## src/tmr8_pkg.sv

```systemverilog
// Shared constants and types of the 8-bit timer/counter with compare unit.
package tmr8_pkg;

  // ----------------------------------------
  // Counter extremes
  // ----------------------------------------
  localparam logic [7:0] TMR8_BOTTOM = 8'h00;
  localparam logic [7:0] TMR8_MAX    = 8'hff;

  // ----------------------------------------
  // Waveform modes
  // ----------------------------------------
  typedef enum logic [1:0] {
    TMR8_WGM_NORMAL = 2'b00,
    TMR8_WGM_PHASE  = 2'b01,
    TMR8_WGM_CTC    = 2'b10,
    TMR8_WGM_FAST   = 2'b11
  } tmr8_wgm_type;

  // ----------------------------------------
  // Compare output modes
  // ----------------------------------------
  localparam logic [1:0] TMR8_COM_OFF    = 2'h0;
  localparam logic [1:0] TMR8_COM_TOGGLE = 2'h1;
  localparam logic [1:0] TMR8_COM_CLEAR  = 2'h2;
  localparam logic [1:0] TMR8_COM_SET    = 2'h3;

  // ----------------------------------------
  // Clock select codes
  // ----------------------------------------
  localparam logic [2:0] TMR8_CS_STOP   = 3'h0;
  localparam logic [2:0] TMR8_CS_DIRECT = 3'h1;

  // ----------------------------------------
  // Flag and mask bit positions
  // ----------------------------------------
  localparam int TMR8_BIT_OVF = 0;
  localparam int TMR8_BIT_CMP = 1;

  // ----------------------------------------
  // Reset values
  // ----------------------------------------
  localparam logic [7:0] TMR8_RST_COUNT   = 8'h00;
  localparam logic [7:0] TMR8_RST_COMPARE = 8'h00;
  localparam logic [1:0] TMR8_RST_FLAGS   = 2'h0;

endpackage

```

## src/tmr8_counter_compare.sv

```systemverilog
// Top module of the 8-bit timer/counter with one output compare channel.
`timescale 1ns/1ns

// Summary of operation
// - Counter and compare value are 8-bit, CPU readable and writable.
// - Interrupt requests show as flags and are gated by individual mask bits.
// - Tick comes from I/O clock or prescaler, or from oscillator when async set.
// - Clock select zero stops the counter: no count, clear or flag action.
// - CPU may read and write the counter at any time.
// - A CPU counter write wins over clear, increment or decrement.
// - Bottom is 0x00, max is 0xFF, top is 0xFF or compare value per mode.
// - Each tick clears, increments or decrements the counter as mode dictates.
// - Waveform mode bits set the count sequence and overflow flag timing.
// - Comparator flags equality; compare flag sets on the following tick.
// - Compare flag requests interrupt when enabled; clears on ack or write one.
// - Waveform output follows match, mode bits, output mode, max and bottom.
// - PWM modes double buffer compare value, updated at max (0xFF) only.
// - CPU compare access reaches buffer when buffered, else active register.
// - Force strobe in non-PWM modes acts on output only, no flag or clear.
// - A counter write blocks compare matches in the next tick, even stopped.
// - Normal mode wraps past 0xFF; overflow flag sets as counter becomes zero.
// - Mode 2 clears counter on compare match, so compare value is top.
module tmr8_counter_compare
(
  // Clock and reset
  input  wire logic       sys_clk,
  input  wire logic       resetn,
  // Configuration bits
  input  wire logic       async_clock_select,
  input  wire logic [2:0] clock_select_field,
  input  wire logic [1:0] waveform_mode_bits,
  input  wire logic [1:0] compare_output_mode,
  input  wire logic [1:0] timer_mask_reg,
  // Tick sources
  input  wire logic       prescaled_tick,
  input  wire logic       osc_pin_a,
  // CPU access
  input  wire logic       count_wr,
  input  wire logic [7:0] count_wdata,
  input  wire logic       compare_wr,
  input  wire logic [7:0] compare_wdata,
  input  wire logic       flag_wr,
  input  wire logic [1:0] flag_wdata,
  input  wire logic [1:0] irq_ack,
  input  wire logic       force_compare_strobe,
  // Status and outputs
  output logic      [7:0] count_value,
  output logic      [7:0] compare_value,
  output logic      [1:0] timer_flag_reg,
  output logic            overflow_irq,
  output logic            compare_irq,
  output logic            compare_output
);

  // ----------------------------------------
  // Reset release
  // ----------------------------------------
  logic rst_meta_r;
  logic rst_n_r;

  always_ff @(posedge sys_clk or negedge resetn)
  begin
    if (!resetn)
    begin
      rst_meta_r <= 1'b0;
      rst_n_r    <= 1'b0;
    end
    else
    begin
      rst_meta_r <= 1'b1;
      rst_n_r    <= rst_meta_r;
    end
  end

  // ----------------------------------------
  // Helper functions
  // ----------------------------------------
  // Applies an output mode action to the current output level.
  function automatic logic com_action(input logic [1:0] com, input logic cur);
    logic res;
    res = cur;
    if (com == tmr8_pkg::TMR8_COM_TOGGLE)
      res = ~cur;
    else if (com == tmr8_pkg::TMR8_COM_CLEAR)
      res = 1'b0;
    else if (com == tmr8_pkg::TMR8_COM_SET)
      res = 1'b1;
    return res;
  endfunction

  // True for the two pulse width modes.
  function automatic logic is_pwm(input logic [1:0] wgm);
    return (wgm == tmr8_pkg::TMR8_WGM_PHASE) || (wgm == tmr8_pkg::TMR8_WGM_FAST);
  endfunction

  // ----------------------------------------
  // Tick selection
  // ----------------------------------------
  logic osc_prev_r;
  logic tick;

  always_ff @(posedge sys_clk or negedge rst_n_r)
  begin
    if (!rst_n_r)
      osc_prev_r <= 1'b0;
    else
      osc_prev_r <= osc_pin_a;
  end

  always_comb
  begin
    tick = 1'b0;
    if (clock_select_field == tmr8_pkg::TMR8_CS_STOP)
      tick = 1'b0;
    else if (async_clock_select)
      tick = osc_pin_a & ~osc_prev_r;
    else if (clock_select_field == tmr8_pkg::TMR8_CS_DIRECT)
      tick = 1'b1;
    else
      tick = prescaled_tick;
  end

  // ----------------------------------------
  // Mode decode and extremes
  // ----------------------------------------
  tmr8_pkg::tmr8_wgm_type wgm;
  logic [7:0] count_r;
  logic [7:0] ocr_active_r;
  logic [7:0] ocr_buf_r;
  logic       dir_down_r;
  logic       at_bottom;
  logic       at_max;
  logic       at_top;
  logic       match;
  logic       pwm;

  assign wgm = tmr8_pkg::tmr8_wgm_type'(waveform_mode_bits);
  assign pwm = is_pwm(waveform_mode_bits);

  assign at_bottom = (count_r == tmr8_pkg::TMR8_BOTTOM);
  assign at_max    = (count_r == tmr8_pkg::TMR8_MAX);
  assign at_top    = (wgm == tmr8_pkg::TMR8_WGM_CTC) ? (count_r == ocr_active_r) : at_max;

  assign match = (count_r == ocr_active_r);

  // ----------------------------------------
  // Counter
  // ----------------------------------------
  logic [7:0] count_nxt;

  always_comb
  begin
    count_nxt = count_r;
    case (wgm)
      tmr8_pkg::TMR8_WGM_NORMAL: count_nxt = count_r + 8'h01;
      tmr8_pkg::TMR8_WGM_CTC:    count_nxt = at_top ? tmr8_pkg::TMR8_BOTTOM : count_r + 8'h01;
      tmr8_pkg::TMR8_WGM_FAST:   count_nxt = count_r + 8'h01;
      tmr8_pkg::TMR8_WGM_PHASE:
      begin
        if (dir_down_r)
          count_nxt = at_bottom ? count_r + 8'h01 : count_r - 8'h01;
        else
          count_nxt = at_max ? count_r - 8'h01 : count_r + 8'h01;
      end
      default: count_nxt = count_r;
    endcase
  end

  always_ff @(posedge sys_clk or negedge rst_n_r)
  begin
    if (!rst_n_r)
      count_r <= tmr8_pkg::TMR8_RST_COUNT;
    else if (count_wr)
      count_r <= count_wdata;
    else if (tick)
      count_r <= count_nxt;
  end

  // Phase correct direction turns at max and bottom.
  always_ff @(posedge sys_clk or negedge rst_n_r)
  begin
    if (!rst_n_r)
      dir_down_r <= 1'b0;
    else if (wgm != tmr8_pkg::TMR8_WGM_PHASE)
      dir_down_r <= 1'b0;
    else if (tick && !count_wr && at_max)
      dir_down_r <= 1'b1;
    else if (tick && !count_wr && at_bottom)
      dir_down_r <= 1'b0;
  end

  // ----------------------------------------
  // Compare match blocking
  // ----------------------------------------
  logic block_r;
  logic match_evt;

  always_ff @(posedge sys_clk or negedge rst_n_r)
  begin
    if (!rst_n_r)
      block_r <= 1'b0;
    else if (count_wr)
      block_r <= 1'b1;
    else if (tick)
      block_r <= 1'b0;
  end

  assign match_evt = tick && match && !block_r && !count_wr;

  // ----------------------------------------
  // Compare value buffering
  // ----------------------------------------
  logic buf_load;

  assign buf_load = pwm && tick && !count_wr && at_max;

  always_ff @(posedge sys_clk or negedge rst_n_r)
  begin
    if (!rst_n_r)
      ocr_buf_r <= tmr8_pkg::TMR8_RST_COMPARE;
    else if (compare_wr)
      ocr_buf_r <= compare_wdata;
  end

  always_ff @(posedge sys_clk or negedge rst_n_r)
  begin
    if (!rst_n_r)
      ocr_active_r <= tmr8_pkg::TMR8_RST_COMPARE;
    else if (!pwm && compare_wr)
      ocr_active_r <= compare_wdata;
    else if (!pwm)
      ocr_active_r <= ocr_buf_r;
    else if (buf_load)
      ocr_active_r <= ocr_buf_r;
  end

  // ----------------------------------------
  // Flags and interrupt requests
  // ----------------------------------------
  logic [1:0] flag_r;
  logic [1:0] flag_set;
  logic [1:0] flag_clr;
  logic       ovf_evt;

  always_comb
  begin
    ovf_evt = 1'b0;
    if (tick && !count_wr)
    begin
      if (wgm == tmr8_pkg::TMR8_WGM_PHASE)
        ovf_evt = at_bottom && dir_down_r;
      else
        ovf_evt = at_max;
    end
  end

  always_comb
  begin
    flag_set = 2'h0;
    flag_set[tmr8_pkg::TMR8_BIT_OVF] = ovf_evt;
    flag_set[tmr8_pkg::TMR8_BIT_CMP] = match_evt;
    flag_clr = irq_ack | (flag_wr ? flag_wdata : 2'h0);
  end

  always_ff @(posedge sys_clk or negedge rst_n_r)
  begin
    if (!rst_n_r)
      flag_r <= tmr8_pkg::TMR8_RST_FLAGS;
    else
      flag_r <= (flag_r & ~flag_clr) | flag_set;
  end

  always_ff @(posedge sys_clk or negedge rst_n_r)
  begin
    if (!rst_n_r)
    begin
      overflow_irq <= 1'b0;
      compare_irq  <= 1'b0;
    end
    else
    begin
      overflow_irq <= flag_r[tmr8_pkg::TMR8_BIT_OVF] & timer_mask_reg[tmr8_pkg::TMR8_BIT_OVF];
      compare_irq  <= flag_r[tmr8_pkg::TMR8_BIT_CMP] & timer_mask_reg[tmr8_pkg::TMR8_BIT_CMP];
    end
  end

  // ----------------------------------------
  // Waveform generator
  // ----------------------------------------
  logic oc_nxt;
  logic force_evt;

  assign force_evt = force_compare_strobe && !pwm;

  always_comb
  begin
    oc_nxt = compare_output;
    case (wgm)
      tmr8_pkg::TMR8_WGM_NORMAL, tmr8_pkg::TMR8_WGM_CTC:
      begin
        if (match_evt || force_evt)
          oc_nxt = com_action(compare_output_mode, compare_output);
      end
      tmr8_pkg::TMR8_WGM_FAST:
      begin
        if (compare_output_mode[1] && match_evt)
          oc_nxt = compare_output_mode[0];
        if (compare_output_mode[1] && tick && !count_wr && at_max)
          oc_nxt = ~compare_output_mode[0];
      end
      tmr8_pkg::TMR8_WGM_PHASE:
      begin
        if (compare_output_mode[1] && match_evt)
          oc_nxt = dir_down_r ^ compare_output_mode[0];
      end
      default: oc_nxt = compare_output;
    endcase
  end

  always_ff @(posedge sys_clk or negedge rst_n_r)
  begin
    if (!rst_n_r)
      compare_output <= 1'b0;
    else
      compare_output <= oc_nxt;
  end

  // ----------------------------------------
  // Visible registers
  // ----------------------------------------
  // CPU readback copies
  always_ff @(posedge sys_clk or negedge rst_n_r)
  begin
    if (!rst_n_r)
    begin
      count_value    <= tmr8_pkg::TMR8_RST_COUNT;
      compare_value  <= tmr8_pkg::TMR8_RST_COMPARE;
      timer_flag_reg <= tmr8_pkg::TMR8_RST_FLAGS;
    end
    else
    begin
      count_value    <= count_r;
      compare_value  <= ocr_buf_r;
      timer_flag_reg <= flag_r;
    end
  end

  // ----------------------------------------
  // Assertions
  // ----------------------------------------
  // Stopped counter holds
  AST_STOPPED_HOLDS: assert property (@(posedge sys_clk) disable iff (!rst_n_r)
    (clock_select_field == tmr8_pkg::TMR8_CS_STOP) && !count_wr |=> $stable(count_r))
    else $error("Counter moved while stopped");

  AST_WRITE_WINS: assert property (@(posedge sys_clk) disable iff (!rst_n_r)
    count_wr |=> ##1 (count_value == $past(count_wdata, 2)))
    else $error("Counter write lost");

  AST_NORMAL_WRAP: assert property (@(posedge sys_clk) disable iff (!rst_n_r)
    tick && !count_wr && at_max && (wgm == tmr8_pkg::TMR8_WGM_NORMAL)
    |=> (count_r == 8'h00) && flag_r[tmr8_pkg::TMR8_BIT_OVF])
    else $error("Normal wrap wrong");

  AST_CTC_CLEAR: assert property (@(posedge sys_clk) disable iff (!rst_n_r)
    tick && !count_wr && match && (wgm == tmr8_pkg::TMR8_WGM_CTC) |=> count_r == 8'h00)
    else $error("Match clear missing");

  AST_MATCH_FLAG: assert property (@(posedge sys_clk) disable iff (!rst_n_r)
    tick && match && !block_r && !count_wr |=> flag_r[tmr8_pkg::TMR8_BIT_CMP])
    else $error("Compare flag not set");

  AST_BLOCKED: assert property (@(posedge sys_clk) disable iff (!rst_n_r)
    count_wr ##1 (tick && !count_wr && !flag_r[tmr8_pkg::TMR8_BIT_CMP])
    |=> !flag_r[tmr8_pkg::TMR8_BIT_CMP])
    else $error("Match not blocked");

  AST_FORCE: assert property (@(posedge sys_clk) disable iff (!rst_n_r)
    force_compare_strobe && !pwm && (compare_output_mode == tmr8_pkg::TMR8_COM_TOGGLE)
    |=> compare_output != $past(compare_output))
    else $error("Force had no effect");

  AST_CMP_IRQ: assert property (@(posedge sys_clk) disable iff (!rst_n_r)
    flag_r[tmr8_pkg::TMR8_BIT_CMP] && timer_mask_reg[tmr8_pkg::TMR8_BIT_CMP] |=> compare_irq)
    else $error("Compare request missing");

  // Buffered write stays out of active register
  AST_BUFFERED: assert property (@(posedge sys_clk) disable iff (!rst_n_r)
    pwm && !buf_load |=> $stable(ocr_active_r))
    else $error("Active compare changed off top");

endmodule

```

## config.mk

```make
export PLATFORM = sky130hd
export DESIGN_NAME = tmr8_counter_compare
export DESIGN_NICKNAME = d
export VERILOG_FILES = /design/src/tmr8_pkg.sv /design/src/tmr8_counter_compare.sv
export SDC_FILE = /design/constraint.sdc
export NUM_CORES = 1
export LEC_CHECK = 0
export ABC_AREA = 1
export BUFFER_PORTS_ARGS = -buffer_cell sky130_fd_sc_hd__buf_2
export CAP_MARGIN = 25
export CORE_AREA = 2 2 73 75
export DETAILED_ROUTE_END_ITERATION = 16
export DIE_AREA = 0 0 75 77
export HOLD_SLACK_MARGIN = 0.03
export PLACE_DENSITY = 0.82
export SLEW_MARGIN = 0
export SYNTH_ARGS = -nofsm -noshare
export SYNTH_HDL_FRONTEND = slang
export SYNTH_SLANG_ARGS = --single-unit
```

## constraint.sdc

```tcl
create_clock -name sys_clk -period 4.4 [get_ports sys_clk]
set_input_delay 0.88 -clock sys_clk [delete_from_list [all_inputs] [get_ports sys_clk]]
set_output_delay 0.88 -clock sys_clk [all_outputs]
set_load 0.02 [all_outputs]
```

=== Word-level counts from Yosys, hierarchy flattened ===
Cells that the tools add are included.

* Register bits: 52
* Word-level logic and storage cells: 102
* Bits of input ports: 38

* Add/sub/neg operators: 2
* Bitwise gates (word level): 11
* Reduce and logical (&&, ||, !) cells: 29
* Multiplexer cells: 30
* Equal/unequal tests: 15

{| class="wikitable"
|+ Operator list
! kind !! count
|-
| 2-to-1 mux 8 bit || 9
|-
| one-hot mux 8 bit (3 select lines) || 1
|-
| 2-to-1 mux 1 bit || 18
|-
| logical AND 1 bit || 16
|-
| adder 8 x 1 -> 8 bit (second input constant) || 1
|-
| == test 2 bit (second input constant) || 4
|-
| == test 8 bit || 1
|-
| == test 8 bit (second input constant) || 1
|-
| logical NOT 8 bit || 1
|-
| subtractor 8 x 1 -> 8 bit (second input constant) || 1
|-
| != test 3 x 1 -> 1 bit (second input constant) || 2
|-
| == test 2 x 1 -> 1 bit (second input constant) || 2
|-
| != test 2 x 1 -> 1 bit (second input constant) || 2
|-
| != test 4 bit (second input constant) || 1
|-
| OR 2 bit || 2
|-
| AND reduction 4 bit || 1
|-
| OR reduction 2 bit || 2
|-
| bitwise AND 1 bit || 3
|-
| == test 3 x 1 -> 1 bit (second input constant) || 1
|-
| logical NOT 1 bit || 3
|-
| logical NOT 3 bit || 1
|-
| inverter 1 bit || 3
|-
| one-hot mux 1 bit (3 select lines) || 1
|-
| nonzero test 3 bit || 1
|-
| other kinds (8) || 9
|}

=== Depth between registers and ports, before layout ===
* Word-level depth: 11
* Mapped depth: 14
* Mapped depth without buffers: 13

=== Worst setup path after synthesis ===
Ideal clock, no wire load.

* Path type: input -> register
* From: input port waveform_mode_bits[1]
* To: register ocr_active_r[6]
* Slack: 2324 ps
* Path buffers: 2
* Data required time: 4274 ps
* Arrival time: 1950 ps
* Cell stages on the path: 10
* Cells stage by stage: inv_1 ha_1 buf_2 nor2_1 nand2_1 clkbuf_1 nand2_1 o21ai_0 nand2_1 o21ai_0

* Word-level cells in the longest chain between the ends: 6

{| class="wikitable"
|+ RTL lines
! what !! RTL line !! RTL
|-
| start, declared || tmr8_counter_compare.sv:31 || <nowiki>input wire logic [1:0] waveform_mode_bits,</nowiki>
|-
| == test 2 x 1 -> 1 bit / == test 2 bit (equally long branches) || tmr8_counter_compare.sv:93 || <nowiki>return (wgm == tmr8_pkg::TMR8_WGM_PHASE) || (wgm == tmr8_pkg::TMR8_WGM_FAST);</nowiki>
|-
| logical OR 1 bit (*) || tmr8_counter_compare.sv:93 ||
|-
| logical AND 1 bit (3 in a row) || tmr8_counter_compare.sv:215 || <nowiki>assign buf_load = pwm && tick && !count_wr && at_max;</nowiki>
|-
| != test 3 x 1 -> 1 bit (no source line) || n/a ||
|-
| end signal, assigned || tmr8_counter_compare.sv:228 || <nowiki>ocr_active_r <= tmr8_pkg::TMR8_RST_COMPARE;</nowiki>
|-
| end signal, assigned || tmr8_counter_compare.sv:230 || <nowiki>ocr_active_r <= compare_wdata;</nowiki>
|-
| end signal, assigned || tmr8_counter_compare.sv:232 || <nowiki>ocr_active_r <= ocr_buf_r;</nowiki>
|-
| end, declared || tmr8_counter_compare.sv:128 || <nowiki>logic [7:0] ocr_active_r;</nowiki>
|}

Mark *: on every way between the ends. The rest lies on a longest branch, timed or not.
A chain may end at the register's enable or synchronous reset.

=== Worst setup path after layout ===
* From: input port waveform_mode_bits[1]
* To: register ocr_active_r[3]

The elaborated chain is that of the path after synthesis.

==> results.ini <==
[routing]
vias=2562
first_pass_iters=4
wl_um=6210
post_drt_wl_per_cell_um=12.3
drc=0
vias_per_cell=5.06
ant_nets=0
dr.first_iter.drc_count=166

[synthesis]
netlist_instances=379
ys_ff_latch=52
avgSynthCellArea_um2=7.42
synth.distinct_cells=31
dominantRegCellSynth=dfrtp_1
syn-num-nets=424
synth_area_mm2=0.00281
async_flop_share_pct=100
seq_area_frac_synth_pct=46.2
synth-edff-count=0
yosysTopAreaCellShare_pct=46.2
synth_most_common_cell=nand2_1
synth_common_cells=136 x nand2_1, 52 x dfrtp_1, 42 x nor2_1
synthTopCellsByArea=dfrtp_1 46%, nand2_1 18%, nor2_1 5.6%
netlist.top_cell.by_area=dfrtp_1
yosysWarnings=0

[cts]
cts.sinks=52
cts_buffers=5
cts.repair.resized=0
h-tree-depth=2
post_cts_buffers=0
root_buffer=clkbuf_8
cts_tree=built
clockBufferDepth=2
clk_pin_slew_ns=0.10
ctsHoldBuffers=0
insertion_delay_ns=0.31

[global_route]
grt_pass1_vias=2550
grtUsageTotal_pct=24.2
grt_pass1_wl_um=10900
grt_max_degree=35
grt-ovfl-total=0
antenna_found_initial=0

[placement]
place.gp.congestion=0.907
placed_cells=498
io_buffer_count=58
dpl-instance-area_mm2=0.00316
dp_worst_setup_slack_ns=1.98
hpwl_um=4710

[floorplan]
io_pins=59
die_y_um=77
start_util_pct=56.5
die_w_um=75
die_area_mm2=0.00578
num_rows=26
core-area_mm2=0.00498

[pwr]
internal_power_mw=0.748
p_leak_nw=1.76
swShare_pct=34.9
seq_power_share_pct=51.0
power.density_mw_per_mm2=354
combPwrFrac_pct=25.1
pwr-share-clk_pct=23.9
design_power_total_mw=1.15
p_sw_mw=0.402
ir_drop_mv=0.160

[worst_setup_path]
slowest_stage=nand2_1
worstPathArrival_ns=2.34
endpoint_kind=register
critPathMostFrequentCell=nand2_1
critPathMaxStageDelay_ns=0.31
path_cells=buf_2 -> inv_1 -> ha_1 -> nor2_1 -> nand2_1 -> o21ai_0 -> nand2_1 -> o21ai_1
worst_r2r_path_depth=10
cp_max_fo=16
cp.required_ns=4.64
rrSetupSlack_ns=2.48
cp-start-kind=primary input
crit_type=in2reg

[timing]
rsz0062_at_grt=false
fin_crit_sh_pct=47.8
worst_slack_ns=2.30
fmax_mhz=476
tns_ns=0
fin_hold_ws_ns=0.202
hold_violations=0
fin_skew_ns=0.00979
finalSetupViolCount=0
final_max_slew_viol_count=0
period_minus_slack_ns=2.10

[finish]
nets=480
area_growth_pct=15.5
final_util_pct=65.3
layout-drive-gt1-share_pct=20.4
finalNonFillerCells=506
diodes=0
final_cell_area_mm2=0.00325

[job]
max_cap_viol_count=0

[outcome]
status=finished, final reports clean

[worst_hold_path]
hp-class=reg2async

==> cells by family (layout without fill, tap and decap cells) <==
kind of cell | after synthesis | count (layout) | synth area share (%)
AND/OR/NAND/NOR | 218 | 218 | 32.8
buffers and inverters | 55 | 112 | 7.87
flip-flops | 52 | 52 | 46.2
AO/OA/AOI/OAI | 39 | 39 | 7.65
adder cells (fa/ha/maj) | 7 | 7 | 3.11
XOR/XNOR | 7 | 7 | 2.18
other | 1 | 1 | 0.133
==> cells in the final DEF (no fill, tap or decap), types with 3 or more instances in the layout <==
master	n
clkbuf_8	5
inv_2	11
o21ai_0	12
nand2_1	136
nor2_2	3
ha_1	7
buf_2	58
o21ai_1	7
nor2_1	42
clkinv_1	3
a21oi_1	16
inv_1	31
nand3_1	21
xor2_1	7
dfrtp_1	51
nand4_1	8
==> worst max-delay path, delay by kind of cell <==
family | cells | cell delay, ns
AOI/OAI and AO/OA | 2 | 0.37
adders and majority gates | 1 | 0.30
and+or+nand+nor | 3 | 0.63
buffers and inverters | 2 | 0.16
==> power by group through the flow <==
stage | Combinational [mW] | Sequential, mW | Clock, mW
after floorplan | 0.191 | 0.603 | 0
after global placement | 0.272 | 0.599 | 0
after detailed placement | 0.287 | 0.596 | 0
after CTS | 0.290 | 0.587 | 0.280
after global routing | 0.332 | 0.596 | 0.298
final | 0.288 | 0.587 | 0.275
==> final timing paths <==
kind                              endpoint                   from
max in group asynchronous       count_r[5]                rst_n_r
hold reg to reg             compare_output                rst_n_r
hold / removal              compare_output                rst_n_r
setup / recovery           ocr_active_r[3]  waveform_mode_bits[1]
setup reg to reg                count_r[7]             count_r[1]
min in group sys_clk               rst_n_r             rst_meta_r
==> metal layers <==
| metal | GRT usage, % | share of wire [%] |
|---|---|---|
| met5 | 0 | 0 |
| met4 | 7.68 | 1.8 |
| met3 | 4.07 | 5.3 |
| met2 | 41.2 | 51 |
| met1 | 30.7 | 42 |
==> final cells by class <==
| cell class | count | area [um^2] |
|---|---|---|
| Clock inverter | 2 | 16.3 |
| Clock buffer | 6 | 72.6 |
| Inverter | 45 | 169 |
| Multi-Input combinational cell | 272 | 1290 |
| Sequential cell | 52 | 1300 |
| Tap cell | 70 | 87.6 |
| Fill cell | 466 | 1730 |
| Timing Repair Buffer | 59 | 310 |
(Power assumes the default switching activity.)
